--- src/core/tce_pkg.sv ---
// Constants and types for the timer channel event flag block
`default_nettype none
package tce_pkg;
    // ==========================================================
    // Register byte offsets
    localparam logic [7:0] CTRL_OFS      = 8'h00;
    localparam logic [7:0] MOD_OFS       = 8'h04;
    localparam logic [7:0] COUNT_OFS     = 8'h08;
    localparam logic [7:0] FLAG_OFS      = 8'h0c;
    localparam logic [7:0] IRQ_EN_OFS    = 8'h10;
    localparam logic [7:0] CHAN_BASE_OFS = 8'h20;
    localparam logic [7:0] CHAN_VAL_OFS  = 8'h04;
    localparam int         CHAN_SHIFT    = 3;
    // ==========================================================
    // Field positions and reset values
    localparam int          CTRL_RUN_BIT    = 0;
    localparam int          CTRL_CENTER_BIT = 1;
    localparam int          CFG_MODE_LSB    = 0;
    localparam int          CFG_EDGE_LSB    = 2;
    localparam int          EDGE_RISE_BIT   = 0;
    localparam int          EDGE_FALL_BIT   = 1;
    localparam logic [15:0] MOD_RESET       = 16'h0000;
    localparam logic [15:0] VAL_RESET       = 16'h0000;
    localparam int          CHANNELS        = 2;
    localparam logic [1:0]  RESP_OKAY       = 2'h0;
    localparam logic [1:0]  RESP_SLVERR     = 2'h2;
    // ==========================================================
    // Channel mode and configuration
    typedef enum logic [1:0] {
        MODE_CAPTURE,
        MODE_COMPARE,
        MODE_EDGE_PWM,
        MODE_SPARE
    } tce_mode_type;
    typedef struct packed {
        logic [1:0]   edge_level_select;
        tce_mode_type mode;
    } tce_chan_cfg_type;
endpackage
`default_nettype wire

--- src/core/tce_timer_channel.sv ---
// Timer channel event flags with AXI4-Lite register slave
//
// Local design decisions: register access over AXI4-Lite and the address map.
`timescale 1ns/100ps
`default_nettype none
module tce_timer_channel
    import tce_pkg::*;
#(
    parameter int N = tce_pkg::CHANNELS
)(
    input  wire logic         clk,
    input  wire logic         reset_n,
    input  wire logic [N-1:0] chan_pin,
    output var  logic         irq,
    input  wire logic [7:0]   s_axi_awaddr,
    input  wire logic         s_axi_awvalid,
    output var  logic         s_axi_awready,
    input  wire logic [31:0]  s_axi_wdata,
    input  wire logic [3:0]   s_axi_wstrb,
    input  wire logic         s_axi_wvalid,
    output var  logic         s_axi_wready,
    output var  logic [1:0]   s_axi_bresp,
    output var  logic         s_axi_bvalid,
    input  wire logic         s_axi_bready,
    input  wire logic [7:0]   s_axi_araddr,
    input  wire logic         s_axi_arvalid,
    output var  logic         s_axi_arready,
    output var  logic [31:0]  s_axi_rdata,
    output var  logic [1:0]   s_axi_rresp,
    output var  logic         s_axi_rvalid,
    input  wire logic         s_axi_rready
);
    import tce_pkg::*;
    // ==========================================================
    // Helpers
    // Merge bus bytes into a 16-bit register under strobes
    function automatic logic [15:0] merge16(input logic [15:0] old, input logic [31:0] d,
                                            input logic [3:0] s);
        merge16 = {s[1] ? d[15:8] : old[15:8], s[0] ? d[7:0] : old[7:0]};
    endfunction
    // Channel window hit for an address
    function automatic logic chan_hit(input logic [7:0] a);
        chan_hit = (a >= CHAN_BASE_OFS) && (a < CHAN_BASE_OFS + 8'((N) << CHAN_SHIFT));
    endfunction
    function automatic int chan_num(input logic [7:0] a);
        chan_num = int'((a - CHAN_BASE_OFS) >> CHAN_SHIFT);
    endfunction
    // ==========================================================
    // State
    logic                   run_reg, center_reg;
    logic [15:0]            mod_reg, count_reg;
    logic                   down_reg;
    logic [N-1:0]           flag_reg, armed_reg, irq_en_reg;
    tce_chan_cfg_type       cfg_reg [N];
    logic [15:0]            val_reg [N];
    logic [N-1:0]           pin_s1_reg, pin_s2_reg, pin_s3_reg;
    logic [7:0]             aw_addr_reg, ar_addr_reg;
    logic [31:0]            w_data_reg;
    logic [3:0]             w_strb_reg;
    logic                   aw_full_reg, w_full_reg;
    logic [N-1:0]           event_hit, match, rise, fall;
    logic                   wr_go, rd_go, flag_rd, flag_wr;
    logic [31:0]            rd_next;
    logic                   rd_err;
    // ==========================================================
    // Pin synchroniser; edges seen only past the second stage
    always_ff @(posedge clk or negedge reset_n)
    begin
        if (!reset_n)
            {pin_s3_reg, pin_s2_reg, pin_s1_reg} <= '0;
        else
            {pin_s3_reg, pin_s2_reg, pin_s1_reg} <= {pin_s2_reg, pin_s1_reg, chan_pin};
    end
    assign rise = pin_s2_reg & ~pin_s3_reg;
    assign fall = ~pin_s2_reg & pin_s3_reg;
    // ==========================================================
    // Main counter: up to modulus, or up/down when center-aligned
    always_ff @(posedge clk or negedge reset_n)
    begin
        if (!reset_n)
        begin
            count_reg <= 16'h0000;
            down_reg  <= 1'b0;
        end
        else if (!run_reg)
            down_reg <= 1'b0;
        else if (center_reg)
        begin
            if (!down_reg && count_reg == mod_reg)
            begin
                down_reg  <= 1'b1;
                count_reg <= count_reg - 16'h0001;
            end
            else if (down_reg && count_reg == 16'h0000)
            begin
                down_reg  <= 1'b0;
                count_reg <= 16'h0001;
            end
            else
                count_reg <= down_reg ? count_reg - 16'h0001 : count_reg + 16'h0001;
        end
        else
        begin
            // Modulus zero lets the counter run free through the wrap
            down_reg  <= 1'b0;
            count_reg <= (mod_reg != 16'h0000 && count_reg == mod_reg) ? 16'h0000
                                                                       : count_reg + 16'h0001;
        end
    end
    // ==========================================================
    // Channel events per mode; a stopped counter matches nothing
    always_comb
    begin
        for (int i = 0; i < N; i++)
        begin
            match[i] = run_reg && (count_reg == val_reg[i]);
            if (center_reg)
                event_hit[i] = match[i];
            else if (cfg_reg[i].mode == MODE_CAPTURE)
                event_hit[i] = (cfg_reg[i].edge_level_select[EDGE_RISE_BIT] & rise[i])
                             | (cfg_reg[i].edge_level_select[EDGE_FALL_BIT] & fall[i]);
            else if (cfg_reg[i].mode == MODE_SPARE)
                event_hit[i] = 1'b0;
            else
                event_hit[i] = match[i];
        end
    end
    // ==========================================================
    // Bus handshake decode
    assign wr_go   = aw_full_reg && w_full_reg && !s_axi_bvalid;
    assign rd_go   = s_axi_arvalid && s_axi_arready;
    assign flag_rd = rd_go && s_axi_araddr == FLAG_OFS;
    assign flag_wr = wr_go && aw_addr_reg == FLAG_OFS && w_strb_reg[0];
    // ==========================================================
    // Flags: set wins over clear; clear needs an armed read first
    always_ff @(posedge clk or negedge reset_n)
    begin
        if (!reset_n)
            {flag_reg, armed_reg} <= '0;
        else
        begin
            for (int i = 0; i < N; i++)
            begin
                if (event_hit[i])
                begin
                    flag_reg[i]  <= 1'b1;
                    armed_reg[i] <= 1'b0;
                end
                else if (flag_wr)
                begin
                    if (armed_reg[i] && !w_data_reg[i])
                        flag_reg[i] <= 1'b0;
                    armed_reg[i] <= 1'b0;
                end
                else if (flag_rd && flag_reg[i])
                    armed_reg[i] <= 1'b1;
            end
        end
    end
    // ==========================================================
    // Level interrupt, registered so the pin comes from a flop
    always_ff @(posedge clk or negedge reset_n)
    begin
        if (!reset_n)
            irq <= 1'b0;
        else
            irq <= |(flag_reg & irq_en_reg);
    end
    // ==========================================================
    // Software registers; capture beats a same-cycle value write
    always_ff @(posedge clk or negedge reset_n)
    begin
        if (!reset_n)
        begin
            {run_reg, center_reg} <= 2'b00;
            mod_reg    <= MOD_RESET;
            irq_en_reg <= '0;
            for (int i = 0; i < N; i++)
            begin
                cfg_reg[i] <= '0;
                val_reg[i] <= VAL_RESET;
            end
        end
        else
        begin
            if (wr_go && w_strb_reg[0] && aw_addr_reg == CTRL_OFS)
                {center_reg, run_reg} <= {w_data_reg[CTRL_CENTER_BIT], w_data_reg[CTRL_RUN_BIT]};
            if (wr_go && aw_addr_reg == MOD_OFS)
                mod_reg <= merge16(mod_reg, w_data_reg, w_strb_reg);
            if (wr_go && w_strb_reg[0] && aw_addr_reg == IRQ_EN_OFS)
                irq_en_reg <= w_data_reg[N-1:0];
            for (int i = 0; i < N; i++)
            begin
                if (wr_go && w_strb_reg[0] && chan_hit(aw_addr_reg) && chan_num(aw_addr_reg) == i
                    && aw_addr_reg[CHAN_SHIFT-1:0] == 3'h0)
                    cfg_reg[i] <= tce_chan_cfg_type'(w_data_reg[3:0]);
                if (!center_reg && cfg_reg[i].mode == MODE_CAPTURE && event_hit[i])
                    val_reg[i] <= count_reg;
                else if (wr_go && chan_hit(aw_addr_reg) && chan_num(aw_addr_reg) == i
                         && aw_addr_reg[CHAN_SHIFT-1:0] == CHAN_VAL_OFS[2:0])
                    val_reg[i] <= merge16(val_reg[i], w_data_reg, w_strb_reg);
            end
        end
    end
    // ==========================================================
    // Write channels: address and data taken in either order
    always_ff @(posedge clk or negedge reset_n)
    begin
        if (!reset_n)
        begin
            {aw_full_reg, w_full_reg} <= 2'b00;
            aw_addr_reg   <= 8'h00;
            w_data_reg    <= 32'h0000_0000;
            w_strb_reg    <= 4'h0;
            {s_axi_awready, s_axi_wready, s_axi_bvalid} <= 3'b000;
            s_axi_bresp   <= RESP_OKAY;
        end
        else
        begin
            s_axi_awready <= !aw_full_reg && !(s_axi_awvalid && s_axi_awready);
            s_axi_wready  <= !w_full_reg && !(s_axi_wvalid && s_axi_wready);
            if (s_axi_awvalid && s_axi_awready)
            begin
                aw_full_reg <= 1'b1;
                aw_addr_reg <= s_axi_awaddr;
            end
            if (s_axi_wvalid && s_axi_wready)
            begin
                w_full_reg <= 1'b1;
                w_data_reg <= s_axi_wdata;
                w_strb_reg <= s_axi_wstrb;
            end
            if (wr_go)
            begin
                s_axi_bvalid <= 1'b1;
                s_axi_bresp  <= (aw_addr_reg inside {CTRL_OFS, MOD_OFS, FLAG_OFS, IRQ_EN_OFS}
                                 || (chan_hit(aw_addr_reg) && aw_addr_reg[1:0] == 2'h0))
                                ? RESP_OKAY : RESP_SLVERR;
            end
            else if (s_axi_bvalid && s_axi_bready)
            begin
                s_axi_bvalid <= 1'b0;
                aw_full_reg  <= 1'b0;
                w_full_reg   <= 1'b0;
            end
        end
    end
    // ==========================================================
    // Read mux; channel words are config then value
    always_comb
    begin
        rd_next = 32'h0000_0000;
        rd_err  = 1'b0;
        unique case (s_axi_araddr)
            CTRL_OFS:   rd_next = {30'h0, center_reg, run_reg};
            MOD_OFS:    rd_next = {16'h0000, mod_reg};
            COUNT_OFS:  rd_next = {16'h0000, count_reg};
            FLAG_OFS:   rd_next[N-1:0] = flag_reg;
            IRQ_EN_OFS: rd_next[N-1:0] = irq_en_reg;
            default:
            begin
                if (chan_hit(s_axi_araddr) && s_axi_araddr[CHAN_SHIFT-1:0] == 3'h0)
                    rd_next = {28'h0, cfg_reg[chan_num(s_axi_araddr)]};
                else if (chan_hit(s_axi_araddr) && s_axi_araddr[1:0] == 2'h0)
                    rd_next = {16'h0000, val_reg[chan_num(s_axi_araddr)]};
                else
                    rd_err = 1'b1;
            end
        endcase
    end
    // Read channel: one read at a time, answer the cycle after
    always_ff @(posedge clk or negedge reset_n)
    begin
        if (!reset_n)
        begin
            {s_axi_arready, s_axi_rvalid} <= 2'b00;
            s_axi_rdata   <= 32'h0000_0000;
            s_axi_rresp   <= RESP_OKAY;
        end
        else
        begin
            s_axi_arready <= !s_axi_rvalid && !rd_go;
            if (rd_go)
            begin
                s_axi_rvalid <= 1'b1;
                s_axi_rdata  <= rd_next;
                s_axi_rresp  <= rd_err ? RESP_SLVERR : RESP_OKAY;
            end
            else if (s_axi_rvalid && s_axi_rready)
                s_axi_rvalid <= 1'b0;
        end
    end
endmodule
`default_nettype wire

--- config.mk ---
export PLATFORM = sky130hd
export DESIGN_NAME = tce_timer_channel
export DESIGN_NICKNAME = d
export VERILOG_FILES = /design/src/core/tce_pkg.sv /design/src/core/tce_timer_channel.sv
export SDC_FILE = /design/constraint.sdc
export NUM_CORES = 1
export LEC_CHECK = 0
export ABC_AREA = 1
export BUFFER_PORTS_ARGS = -buffer_cell sky130_fd_sc_hd__buf_2
export CAP_MARGIN = 20
export CORE_ASPECT_RATIO = 1.5
export CORE_UTILIZATION = 50
export DETAILED_ROUTE_END_ITERATION = 12
export PLACE_DENSITY = 0.82
export SLEW_MARGIN = 10
export SYNTH_ARGS = -nofsm -noshare
export SYNTH_HDL_FRONTEND = slang
export SYNTH_SLANG_ARGS = --single-unit
--- constraint.sdc ---
create_clock -name clk -period 1.8 [get_ports clk]
set_clock_uncertainty 0.2 [all_clocks]
set_input_delay 0.09 -clock clk [delete_from_list [all_inputs] [get_ports clk]]
set_output_delay 0.09 -clock clk [all_outputs]
set_load 0.03 [all_outputs]
Word-level counts from Yosys, hierarchy flattened
Index checks and enable logic that the tools add are counted.

operators by class
  muxes and demuxes = 58
  $add $sub $neg = 4
  equality and inequality tests = 15
  multiply operators = 0
  order comparisons = 5
  div/mod/pow operators = 0
  shifts and indexed selects = 0
  reductions and logical operators = 94
  bitwise operators = 12

operator list
  cell                                                                                   number
  16-bit two-way mux                                                                     14
  30-bit one-hot mux with 3 select lines                                                 1
  16-bit equality test                                                                   3
  1-bit logical AND                                                                      45
  1-bit two-way mux                                                                      35
  32-bit by 2-bit greater-or-equal comparator with 1-bit output (second input constant)  1
  32-bit logical NOT                                                                     1
  29-bit NOT with 32-bit output                                                          1
  8-bit by 4-bit equality test with 1-bit output (second input constant)                 3
  2-bit nonzero test                                                                     12
  8-bit by 6-bit subtractor with 9-bit output (second input constant)                    2
  16-bit by 1-bit adder with 16-bit output (second input constant)                       1
  8-bit by 3-bit equality test with 1-bit output (second input constant)                 2
  8-bit by 5-bit equality test with 1-bit output (second input constant)                 2
  8-bit by 6-bit greater-or-equal comparator with 1-bit output (second input constant)   2
  16-bit logical NOT                                                                     1
  8-bit logical NOT                                                                      2
  8-bit by 6-bit < comparator with 1-bit output (second input constant)                  2
  8-bit two-way mux                                                                      2
  2-bit AND reduction                                                                    8
  16-bit nonzero test                                                                    1
  16-bit by 1-bit subtractor with 16-bit output (second input constant)                  1
  4-bit two-way mux                                                                      3
  1-bit logical NOT                                                                      11
  18 further kinds                                                                       32

storage, ports and cells
  bits in writable memories = 0
  output and inout port bits = 42
  bits in read-only memories = 0
  input port bits = 61
  bits in latches = 0
  memories kept = 0
  word-level logic and storage cells = 224
  flip-flop bits (word level) = 157

Depth between registers and ports, before layout
Gate-level depths: netlist (run 1).

  depth in word-level cells = 9
  mapped depth = 14
  mapped depth without buffers = 13

Worst setup path after synthesis (run 1)
OpenSTA, ideal clock, no wires.

  path kind = register to register
  start = register s_axi_arready
  end = register s_axi_rdata[10]
  data arrival time = 1.572 ns
  stages on the path, launching flop included = 7
  period minus slack after synthesis = 1.861 ns
  required time = 1.512 ns
  path buffers = 2
  setup time = 0.088 ns
  path slack = -0.061 ns
  cell sequence = dfrtp_1 > nand2_1 > inv_1 > clkbuf_1 > buf_1 > nor2_1 > a41oi_1

on the way
  longest elaborated chain between the ends = 1

RTL lines
  what                    line                      source
  start, declared         tce_timer_channel.sv:27   output var logic s_axi_arready,
  start signal, assigned  tce_timer_channel.sv:282  s_axi_arready <= !s_axi_rvalid && !rd_go;
  1-bit logical AND       tce_timer_channel.sv:131  assign rd_go = s_axi_arvalid && s_axi_arready;
  end signal, assigned    tce_timer_channel.sv:286  s_axi_rdata <= rd_next;
  end, declared           tce_timer_channel.sv:28   output var logic [31:0] s_axi_rdata,

No other way between the ends.
A chain may end at the register's enable or synchronous reset.

Worst setup path in the final report (run 1)
  start = register aw_addr_reg[1]
  end = register val_reg[17] (netlist name)

on the way
  longest elaborated chain between the ends = 7
  elaborated cells between the ends (all ways) = 11
  classes of those cells = 1 x add/sub; 2 x order compare; 1 x eq/ne; 7 x reduce/logical

RTL lines
  what                                                                                                 line                      source
  start, declared                                                                                      tce_timer_channel.sv:57   logic [7:0] aw_addr_reg, ar_addr_reg;
  start signal, assigned                                                                               tce_timer_channel.sv:225  aw_addr_reg <= s_axi_awaddr;
  parallel branches: the longest is 4 deep, another holds 8-bit by 6-bit subtractor with 9-bit output  -
  1-bit logical AND (*)                                                                                tce_timer_channel.sv:200  && aw_addr_reg[CHAN_SHIFT-1:0] == CHAN_VAL_OFS[2:0])
  2-bit nonzero test (no line) (*)                                                                     -
  2-bit AND reduction (no line) (*)                                                                    -
  end signal, assigned by index                                                                        tce_timer_channel.sv:198  val_reg[i] <= count_reg;
  end signal, assigned by index                                                                        tce_timer_channel.sv:201  val_reg[i] <= merge16(val_reg[i], w_data_reg, w_strb_reg);
  end, declared                                                                                        tce_timer_channel.sv:55   logic [15:0] val_reg [N];

Mark *: on every way between the ends.

==> impl_metrics.tcl, run 1 <==
set metrics [dict create \
    gr-usage-all-layers 0.411 \
    power_leakage_nw 6.00 \
    drive_gt1_frac 0.322 \
    drv_cap 0 \
    multi_input_comb_area_um2 4850 \
    cts_inserted_buffers 17 \
    grt_pass1_wl_mm 52.6 \
    yosysWarningCount 0 \
    routedWlPerCell_um 22.0 \
    synth_ff_type "dfrtp_1" \
    io_buffers 66 \
    path_delay_family "simple AND/OR/NAND/NOR gates" \
    io_pins 103 \
    die_h_um 161 \
    crit_fanout 5 \
    p_clk_frac 0.195 \
    ys_seq_area_frac 0.412 \
    avgSynthCellArea_um2 7.04 \
    p_sw_w 0.00801 \
    fin_ws_ns -0.415 \
    fp-row-count 57 \
    synth_edf_count 0 \
    syn_area_um2 8440 \
    cts_tree "done" \
    end_kind "flop" \
    min_period_ns 2.22 \
    swShare 0.456 \
    p_comb_frac 0.516 \
    preCtsSetupSlack_ns -0.336 \
    crit_chain "nor2_2 -> nand2_2 -> nor2_4 -> nand2_4 -> a21oi_4 -> nand3_2 -> nor2_4 -> nand2_4 -> buf_6 -> nand3_2 -> nand2_1" \
    violations "negative setup slack" \
    syn_to_final_growth_pct 43.6 \
    seqPwrFrac 0.290 \
    internal_power_w 0.00957 \
    grt_pass1_vias 9939 \
    diodes 0 \
    synth_seq_cells 139 \
    fin_hold_ws_ns 0.0801 \
    cp_data_required_time_ns 1.90 \
    vias 10400 \
    nFillCells 1129 \
    rsz0062_at_grt "yes" \
    grt_max_degree 46 \
    clk_pin_slew_worst_paths_ns 0.07 \
    routed_via_density 6.10 \
    ant_nets 0 \
    critPathBufInv 1 \
    synthesis.instances 1198 \
    max_freq_mhz 451 \
    clock-root-buffer "clkbuf_16" \
    yosysTopAreaCell "dfrtp_1" \
    setup_violations 78 \
    tns_ns -16.38 \
    worstSetupPathType "reg -> reg" \
    status "complete, but fails checks" \
    drc 0 \
    num-nets-final 1542 \
    max_stage_delay_ns 0.39 \
    core_area_um2 16300 \
    hold_path.class "in -> reg" \
    detailed_place_hpwl_mm 22.6 \
    start_util 0.517 \
    largest_reg_flops 32 \
    arrival_ns 2.32 \
    yosys-top-cells-area "dfrtp_1 41%, nand2_1 18%, o21ai_0 5.6%" \
    start_kind "flop" \
    antenna_found_initial 1 \
    finalMaxSlewViolations 0 \
    hold_viol_final 0 \
    wirelength_mm 37.3 \
    overflow 0 \
    clk_latency_ns 0.43 \
    slowest_stage "dfrtp_1" \
    drtIter0Drc 1533 \
    peakVddDrop_v 0.000976 \
    yosysUniqueCellTypes 40 \
    clockBufferDepth 2 \
    cts_max_level 4 \
    tightest_slew_ns 0.805 \
    drt_pass1_iterations 7 \
    synth-async-reset-ratio 1.00 \
    clock_sinks 139 \
    synth_top_area_frac 0.412 \
    relSlewSlack 0.461 \
    seq_area_um2 3500 \
    die_w_um 108 \
    dieArea_um2 17400 \
    place.gp.congestion 1.05 \
    fin_crit_sh 1.23 \
    power_density_nw_per_um2 1450 \
]
[power by group through the flow]
stage          registers [W]  logic [W]  clock network (W)
6_report             0.00509    0.00907            0.00342
4_1_cts              0.00493    0.00776            0.00339
3_5_place_dp         0.00493    0.00702                  0
2_1_floorplan        0.00498    0.00389                  0
3_3_place_gp         0.00491    0.00691                  0
5_1_grt              0.00513    0.00966            0.00356
[what timing repair did]
action,CTS,global route
pin swaps,35,43
setup endpoints to repair,77,108
resized for setup,107,115
buffers inserted,19,20
hold endpoints to repair,180,3
hold buffers,51,1
cloned,1,3
[tightest hold or removal path, cell delays in order]
cell and delay [ns]:
buf_2 0.17, nand3_2 0.12, nor2_1 0.08, nand3_1 0.07, nand2_1 0.05, nand2_1 0.05, a21oi_1 0.04
[layout make-up]
| cell class | instances | area share |
|---|---|---|
| inverter | 117 | 0.0375 |
| timing repair inverter | 1 | 0.000413 |
| tap | 206 | 0.0213 |
| sequential | 139 | 0.289 |
| timing repair buffer | 307 | 0.205 |
| multi-input combinational | 894 | 0.401 |
| clock inverter | 12 | 0.00950 |
| clock buffer | 20 | 0.0369 |
[kinds of logic (layout without fill, tap and decap cells)]
kind of cell             after synthesis  after routing  synth area share
AO/OA/AOI/OAI                        196            196             0.133
flip-flops                           139            139             0.412
XOR/XNOR                              30             30            0.0311
other                                  1             18          0.000444
buffers and inverters                184            457            0.0964
adder cells (fa/ha/maj)                4              4           0.00593
AND/OR/NAND/NOR                      644            646             0.321
[placed cells by master (no fill, tap or decap), types with 4 or more instances in the layout]
cell type / count
clkinvlp_4: 5
o21ai_0: 77
dfrtp_2: 15
nand3b_1: 5
nor2_4: 18
o21ai_1: 42
or2_2: 4
buf_4: 161
xnor2_1: 9
nor2_2: 19
conb_1: 18
buf_12: 10
a21oi_1: 18
nand2_4: 13
nand4_1: 33
o22ai_1: 14
nand2_1: 368
dfrtp_1: 124
inv_1: 88
clkbuf_16: 17
o21ai_2: 10
nand3_2: 25
o211ai_1: 11
buf_2: 64
nor3_1: 5
nand2_2: 36
dlygate4sd3_1: 49
inv_2: 22
buf_6: 20
xor2_1: 16
a41oi_1: 10
nand3_1: 36
nor2_1: 73
[worst paths after layout]
kind                                   to  slack [ns]  cells after the start            start
hold / removal               armed_reg[0]        0.08                      7  s_axi_araddr[2]
min in group asynchronous    count_reg[2]        0.50                      3          reset_n
setup / recovery              val_reg[17]       -0.42                     11   aw_addr_reg[1]
max in group asynchronous  aw_addr_reg[5]        0.26                      4          reset_n
hold reg to reg             pin_s2_reg[1]        0.17                      0    pin_s1_reg[1]
setup reg to reg              val_reg[17]       -0.42                     11   aw_addr_reg[1]
[cell usage after synthesis, types with 2 or more instances]
| cell type | number |
|---|---|
| nand4_1 | 33 |
| o211ai_1 | 11 |
| clkinv_1 | 3 |
| buf_2 | 14 |
| ha_1 | 4 |
| o21ai_0 | 94 |
| nand3_1 | 59 |
| buf_4 | 24 |
| nor2_2 | 4 |
| nor3_1 | 9 |
| a211oi_1 | 2 |
| nand3b_1 | 5 |
| a41oi_1 | 11 |
| dfrtp_1 | 139 |
| o21ai_1 | 31 |
| inv_2 | 14 |
| nand3_2 | 3 |
| a31oi_1 | 2 |
| buf_1 | 2 |
| nor2_1 | 103 |
| clkbuf_1 | 25 |
| xnor2_1 | 11 |
| nand2_2 | 7 |
| nor2_4 | 3 |
| buf_6 | 2 |
| o22ai_1 | 14 |
| or2_2 | 4 |
| xor2_1 | 19 |
| o2111ai_1 | 3 |
| o21ai_2 | 4 |
| inv_1 | 100 |
| nand2_1 | 411 |
| a21oi_1 | 21 |
[layer usage]
layer | track usage | wire (µm) | up-vias
met1 | 0.422 | 11700 | 4788
met2 | 0.665 | 17300 | 811
met5 | 0 | 42 | -
li1 | - | - | 4410
met3 | 0.106 | 3720 | 342
met4 | 0.397 | 4480 | 2
[stage by stage]
step	total power [W]	instance area, µm²	cells	util
2_1_floorplan	0.00888	8530	1215	-
3_3_place_gp	0.0118	10000	1574	0.613
3_5_place_dp	0.0119	10000	1574	0.613
4_1_cts	0.0161	11600	1676	0.709
5_1_grt	0.0183	12100	1696	0.742
6_report	0.0176	12100	1696	0.742
(Power assumes the default switching activity.)
==> run 2: changes to the inputs <==
--- a/config.mk
+++ b/config.mk
@@ -11,6 +11,7 @@
 export CORE_ASPECT_RATIO = 1.5
 export CORE_UTILIZATION = 50
 export DETAILED_ROUTE_END_ITERATION = 12
+export MAX_ROUTING_LAYER = met4
 export PLACE_DENSITY = 0.82
 export SLEW_MARGIN = 10
 export SYNTH_ARGS = -nofsm -noshare
==> impl_metrics.tcl, run 2 (synthesis results as in run 1) <==
set metrics [dict create \
    hold_path.class "in -> reg" \
    swShare 0.456 \
    tightest_slew_ns 0.599 \
    cts_tree "done" \
    start_kind "flop" \
    clk_pin_slew_worst_paths_ns 0.07 \
    start_util 0.517 \
    clockBufferDepth 2 \
    grt_pass1_wl_mm 53.7 \
    fp-row-count 57 \
    routedWlPerCell_um 22.5 \
    relSlewSlack 0.599 \
    p_clk_frac 0.186 \
    max_stage_delay_ns 0.43 \
    gr-usage-all-layers 0.431 \
    dr_wl_met2_mm 18.3 \
    clock-root-buffer "clkbuf_16" \
    fin_crit_sh 1.22 \
    power_density_nw_per_um2 1490 \
    die_w_um 108 \
    overflow 0 \
    setup_violations 80 \
    min_period_ns 2.19 \
    finalMaxSlewViolations 0 \
    p_sw_w 0.00857 \
    num-nets-final 1567 \
    drv_cap 0 \
    hold_viol_final 0 \
    preCtsSetupSlack_ns -0.302 \
    place.gp.congestion 1.11 \
    seqPwrFrac 0.274 \
    nFillCells 1007 \
    ant_nets 0 \
    cts_max_level 4 \
    core_area_um2 16300 \
    drt_pass1_iterations 7 \
    clock_sinks 139 \
    violations "negative setup slack" \
    detailed_place_hpwl_mm 22.8 \
    grt_pass1_vias 9880 \
    p_comb_frac 0.539 \
    fin_ws_ns -0.393 \
    cts_inserted_buffers 17 \
    drtIter0Drc 1371 \
    peakVddDrop_v 0.00114 \
    syn_to_final_growth_pct 49.5 \
    routed_via_density 6.17 \
    internal_power_w 0.0102 \
    io_buffers 66 \
    arrival_ns 2.37 \
    dieArea_um2 17400 \
    max_freq_mhz 456 \
    clk_latency_ns 0.44 \
    drive_gt1_frac 0.367 \
    final_cell_mix "350 x nand2_1, 171 x buf_4, 125 x dfrtp_1, 78 x inv_1, 76 x o21ai_0" \
    antenna_found_initial 1 \
    drc 0 \
    fin_hold_ws_ns 0.0433 \
    status "complete, but fails checks" \
    crit_fanout 5 \
    power_leakage_nw 6.20 \
    grt_max_degree 47 \
    cp_data_required_time_ns 1.97 \
    dpl_cell_area_um2 10000 \
    wl_met1_mm 12.0 \
    crit_chain "nor2_1 -> nand2_2 -> a21oi_4 -> nand3_2 -> nor2_4 -> nand2_4 -> nand2_2 -> nand2_1 -> nand2_1" \
    rsz0062_at_grt "yes" \
    io_pins 103 \
    wirelength_mm 38.8 \
    fin_util 0.773 \
    final_area_um2 12600 \
    final_common_cell "nand2_1" \
    slowest_stage "dfrtp_1" \
    worstSetupPathType "reg -> reg" \
    top_layer "met4" \
    end_kind "flop" \
    largest_reg_flops 32 \
    die_h_um 161 \
    vias 10600 \
    wl_met3_mm 4.11 \
]
-- run 2: repair_timing --
item | in CTS | in global routing
gates resized for setup | 121 | 191
endpoints found under the setup margin | 78 | 105
pin swaps | 29 | 79
hold buffers | 45 | 2
endpoints found under the hold margin | 180 | 18
setup buffers | 17 | 48
gates cloned | 3 | 1
-- run 2: worst paths after layout --
check	cells after the start	slack [ns]	start	to
setup / recovery	9	-0.39	aw_addr_reg[6]	val_reg[30]
hold / removal	7	0.04	s_axi_araddr[3]	armed_reg[0]
setup reg to reg	9	-0.39	aw_addr_reg[6]	val_reg[30]
hold reg to reg	0	0.16	pin_s1_reg[0]	pin_s2_reg[0]
max in group asynchronous	4	0.31	reset_n	mod_reg[5]
min in group asynchronous	3	0.42	reset_n	count_reg[0]
-- run 2: final cells by class --
class / count / area [µm²] / share of cell area
tap: 206 / 258 / 0.0204
multi-input combinational: 895 / 5080 / 0.403
inverter: 117 / 462 / 0.0366
clock buffer: 21 / 440 / 0.0349
antenna: 1 / 2.50 / 0.000198
sequential: 139 / 3500 / 0.277
timing repair buffer: 332 / 2760 / 0.218
clock inverter: 10 / 120 / 0.00952
-- run 2: per-stage QoR --
stage / cells / TNS [ns] / power, W
2_1_floorplan: 1215 / -0.112 / 0.00888
3_3_place_gp: 1578 / -8.89 / 0.0119
3_5_place_dp: 1578 / -10.43 / 0.0120
4_1_cts: 1674 / -6.46 / 0.0162
5_1_grt: 1721 / -23.79 / 0.0195
6_report: 1721 / -18.16 / 0.0188
-- run 2: layer usage --
layer,up-vias,global-route usage
met5,-,-
met2,885,0.688
met4,0,0.356
met1,4905,0.444
li1,4458,-
met3,375,0.102
-- run 2: power by group through the flow --
| stage | Sequential (W) | Clock [W] | Combinational, W |
|---|---|---|---|
| finish | 0.00515 | 0.00350 | 0.0101 |
| global route | 0.00521 | 0.00362 | 0.0107 |
| CTS | 0.00493 | 0.00342 | 0.00789 |
| detailed placement | 0.00493 | 0 | 0.00708 |
| global placement | 0.00490 | 0 | 0.00699 |
| floorplan | 0.00498 | 0 | 0.00389 |
-- run 2: worst max-delay path, delay by kind of cell, from the launching register on --
family / cells / cell delay (ns)
AND/OR/NAND/NOR: 8 / 1.26
flip-flops: 1 / 0.43
AO/OA/AOI/OAI: 1 / 0.23
==> run 3: changes to the inputs <==
--- a/config.mk
+++ b/config.mk
@@ -11,8 +11,10 @@
 export CORE_ASPECT_RATIO = 1.5
 export CORE_UTILIZATION = 50
 export DETAILED_ROUTE_END_ITERATION = 12
+export GPL_ROUTABILITY_DRIVEN = 0
+export GPL_TIMING_DRIVEN = 0
 export MAX_ROUTING_LAYER = met4
-export PLACE_DENSITY = 0.82
+export PLACE_DENSITY = 0.79
 export SLEW_MARGIN = 10
 export SYNTH_ARGS = -nofsm -noshare
 export SYNTH_HDL_FRONTEND = slang
==> constraint.sdc (replaced) <==
create_clock -name clk -period 2.47 [get_ports clk]
set_clock_uncertainty 0.2 [all_clocks]
set_input_delay 0.1235 -clock clk [delete_from_list [all_inputs] [get_ports clk]]
set_output_delay 0.1235 -clock clk [all_outputs]
set_load 0.03 [all_outputs]
==> impl_metrics.tcl, run 3 (synthesis results as in run 1) <==
set metrics [dict create \
    relSlewSlack 0.506 \
    preCtsSetupSlack_ns 0.168 \
    power_density_nw_per_um2 1060 \
    r2r_slack_ns 0.13 \
    start_kind "flop" \
    drv_cap 0 \
    detailed_place_hpwl_mm 20.3 \
    finalMaxSlewViolations 0 \
    largest_reg_flops 32 \
    max_freq_mhz 427 \
    worstSetupPathType "reg -> reg" \
    ant_nets 0 \
    routedWlPerCell_um 18.8 \
    dieArea_um2 17400 \
    end_kind "flop" \
    vias 9079 \
    multi_input_comb_area_um2 4220 \
    min_period_ns 2.34 \
    nFillCells 1434 \
    hold_viol_final 0 \
    crit_fanout 6 \
    num-nets-final 1412 \
    power_leakage_nw 5.06 \
    wirelength_mm 29.5 \
    crit_path_start "count_reg[0]" \
    grt_pass1_wl_mm 46.0 \
    cts_inserted_buffers 17 \
    overflow 0 \
    grt_pass1_vias 8664 \
    clockBufferDepth 2 \
    fin_ws_ns 0.128 \
    r2r_cells 12 \
    die_w_um 108 \
    final_common_cell "nand2_1" \
    r2r_start "count_reg[0]" \
    die_h_um 161 \
    arrival_ns 2.47 \
    cts_max_level 4 \
    clk_latency_ns 0.43 \
    io_pins 103 \
    syn_to_final_growth_pct 20.9 \
    clock-root-buffer "clkbuf_16" \
    clock_sinks 139 \
    core_area_um2 16300 \
    hold_path.class "in -> reg" \
    drtIter0Drc 1022 \
    fp-row-count 57 \
    setup_violations 0 \
    fin_hold_ws_ns 0.00883 \
    tightest_slew_ns 0.742 \
    gr-usage-all-layers 0.370 \
    seq_area_um2 3480 \
    io_buffers 65 \
    drive_gt1_frac 0.135 \
    start_util 0.517 \
    antenna_found_initial 1 \
    grt_max_degree 88 \
    cp_data_required_time_ns 2.60 \
    fin_crit_sh 0.948 \
    final_cell_mix "411 x nand2_1, 137 x dfrtp_1, 102 x nor2_1, 100 x inv_1, 94 x o21ai_0" \
    peakVddDrop_v 0.000635 \
    rsz0062_at_grt "no" \
    routed_via_density 5.79 \
    status "completed" \
    reg2reg_to "count_reg[14]" \
    clk_pin_slew_worst_paths_ns 0.07 \
    endpoint "count_reg[14]" \
    cts_tree "done" \
    drc 0 \
    drt_pass1_iterations 6 \
]
[run 3: worst min-delay path by stage]
| stage | depth (start not counted) | slack (ns) | to | startpoint |
|---|---|---|---|---|
| after CTS | 5 | 0.003 | aw_addr_reg[4] | s_axi_awvalid |
| final | 5 | 0.009 | aw_addr_reg[2] | s_axi_awvalid |
| after global placement | 1 | 0.03 | pin_s1_reg[1] | chan_pin[1] |
| after detailed placement | 1 | -0.09 | count_reg[6] | reset_n |
| after floorplan | 0 | -0.37 | armed_reg[0] | reset_n |
| after global routing | 2 | 0.07 | count_reg[6] | reset_n |
[run 3: worst max-delay path, stage by stage, from the launching register on]
cell and delay (ns):
dfrtp_1 0.53, ha_1 0.28, nand2_1 0.12, nor2_2 0.33, nand2_1 0.16, nor2_1 0.12, nand2_1 0.06, nand2_1 0.11
nand2_1 0.07, nand4_1 0.10, nand2_1 0.05, nand2_1 0.05, nand2_1 0.05
[run 3: per-stage QoR]
step,total power (W),area (µm²),instances,utilization,TNS (ns)
2_1_floorplan,0.00645,8500,1215,-,0
3_3_place_gp,0.00766,9080,1486,0.556,-124.93
3_5_place_dp,0.00776,9120,1487,0.558,0
4_1_cts,0.0105,10200,1566,0.624,0
5_1_grt,0.0113,10200,1567,0.625,0
6_report,0.0108,10200,1567,0.625,0
[run 3: cell type report]
cell class | instances | area share
Antenna cell | 1 | 0.000245
Buffer | 67 | 0.0368
Clock buffer | 19 | 0.0424
Clock inverter | 13 | 0.0163
Inverter | 117 | 0.0430
Multi-Input combinational cell | 892 | 0.414
Sequential cell | 139 | 0.341
Tap cell | 206 | 0.0253
Timing Repair Buffer | 113 | 0.0813
[run 3: timing repair]
action,CTS,global route
setup buffers,0,0
hold buffers,47,0
gates resized for setup,0,6
endpoints found under the hold margin,175,0
setup endpoints to repair,0,16
[run 3: report_power, final]
part | switching (W) | internal, W | total [W]
clock network | 0.00104 | 0.00160 | 0.00264
logic | 0.00302 | 0.00147 | 0.00449
registers | 0.000730 | 0.00292 | 0.00365
[run 3: per-layer routing]
| layer | GRT usage | share of wire | vias to the layer above |
|---|---|---|---|
| met1 | 0.397 | 0.34 | 4173 |
| met3 | 0.0839 | 0.083 | 203 |
| li1 | - | - | 4145 |
| met4 | 0.310 | 0.094 | 0 |
| met2 | 0.575 | 0.48 | 558 |
| met5 | - | 0 | - |
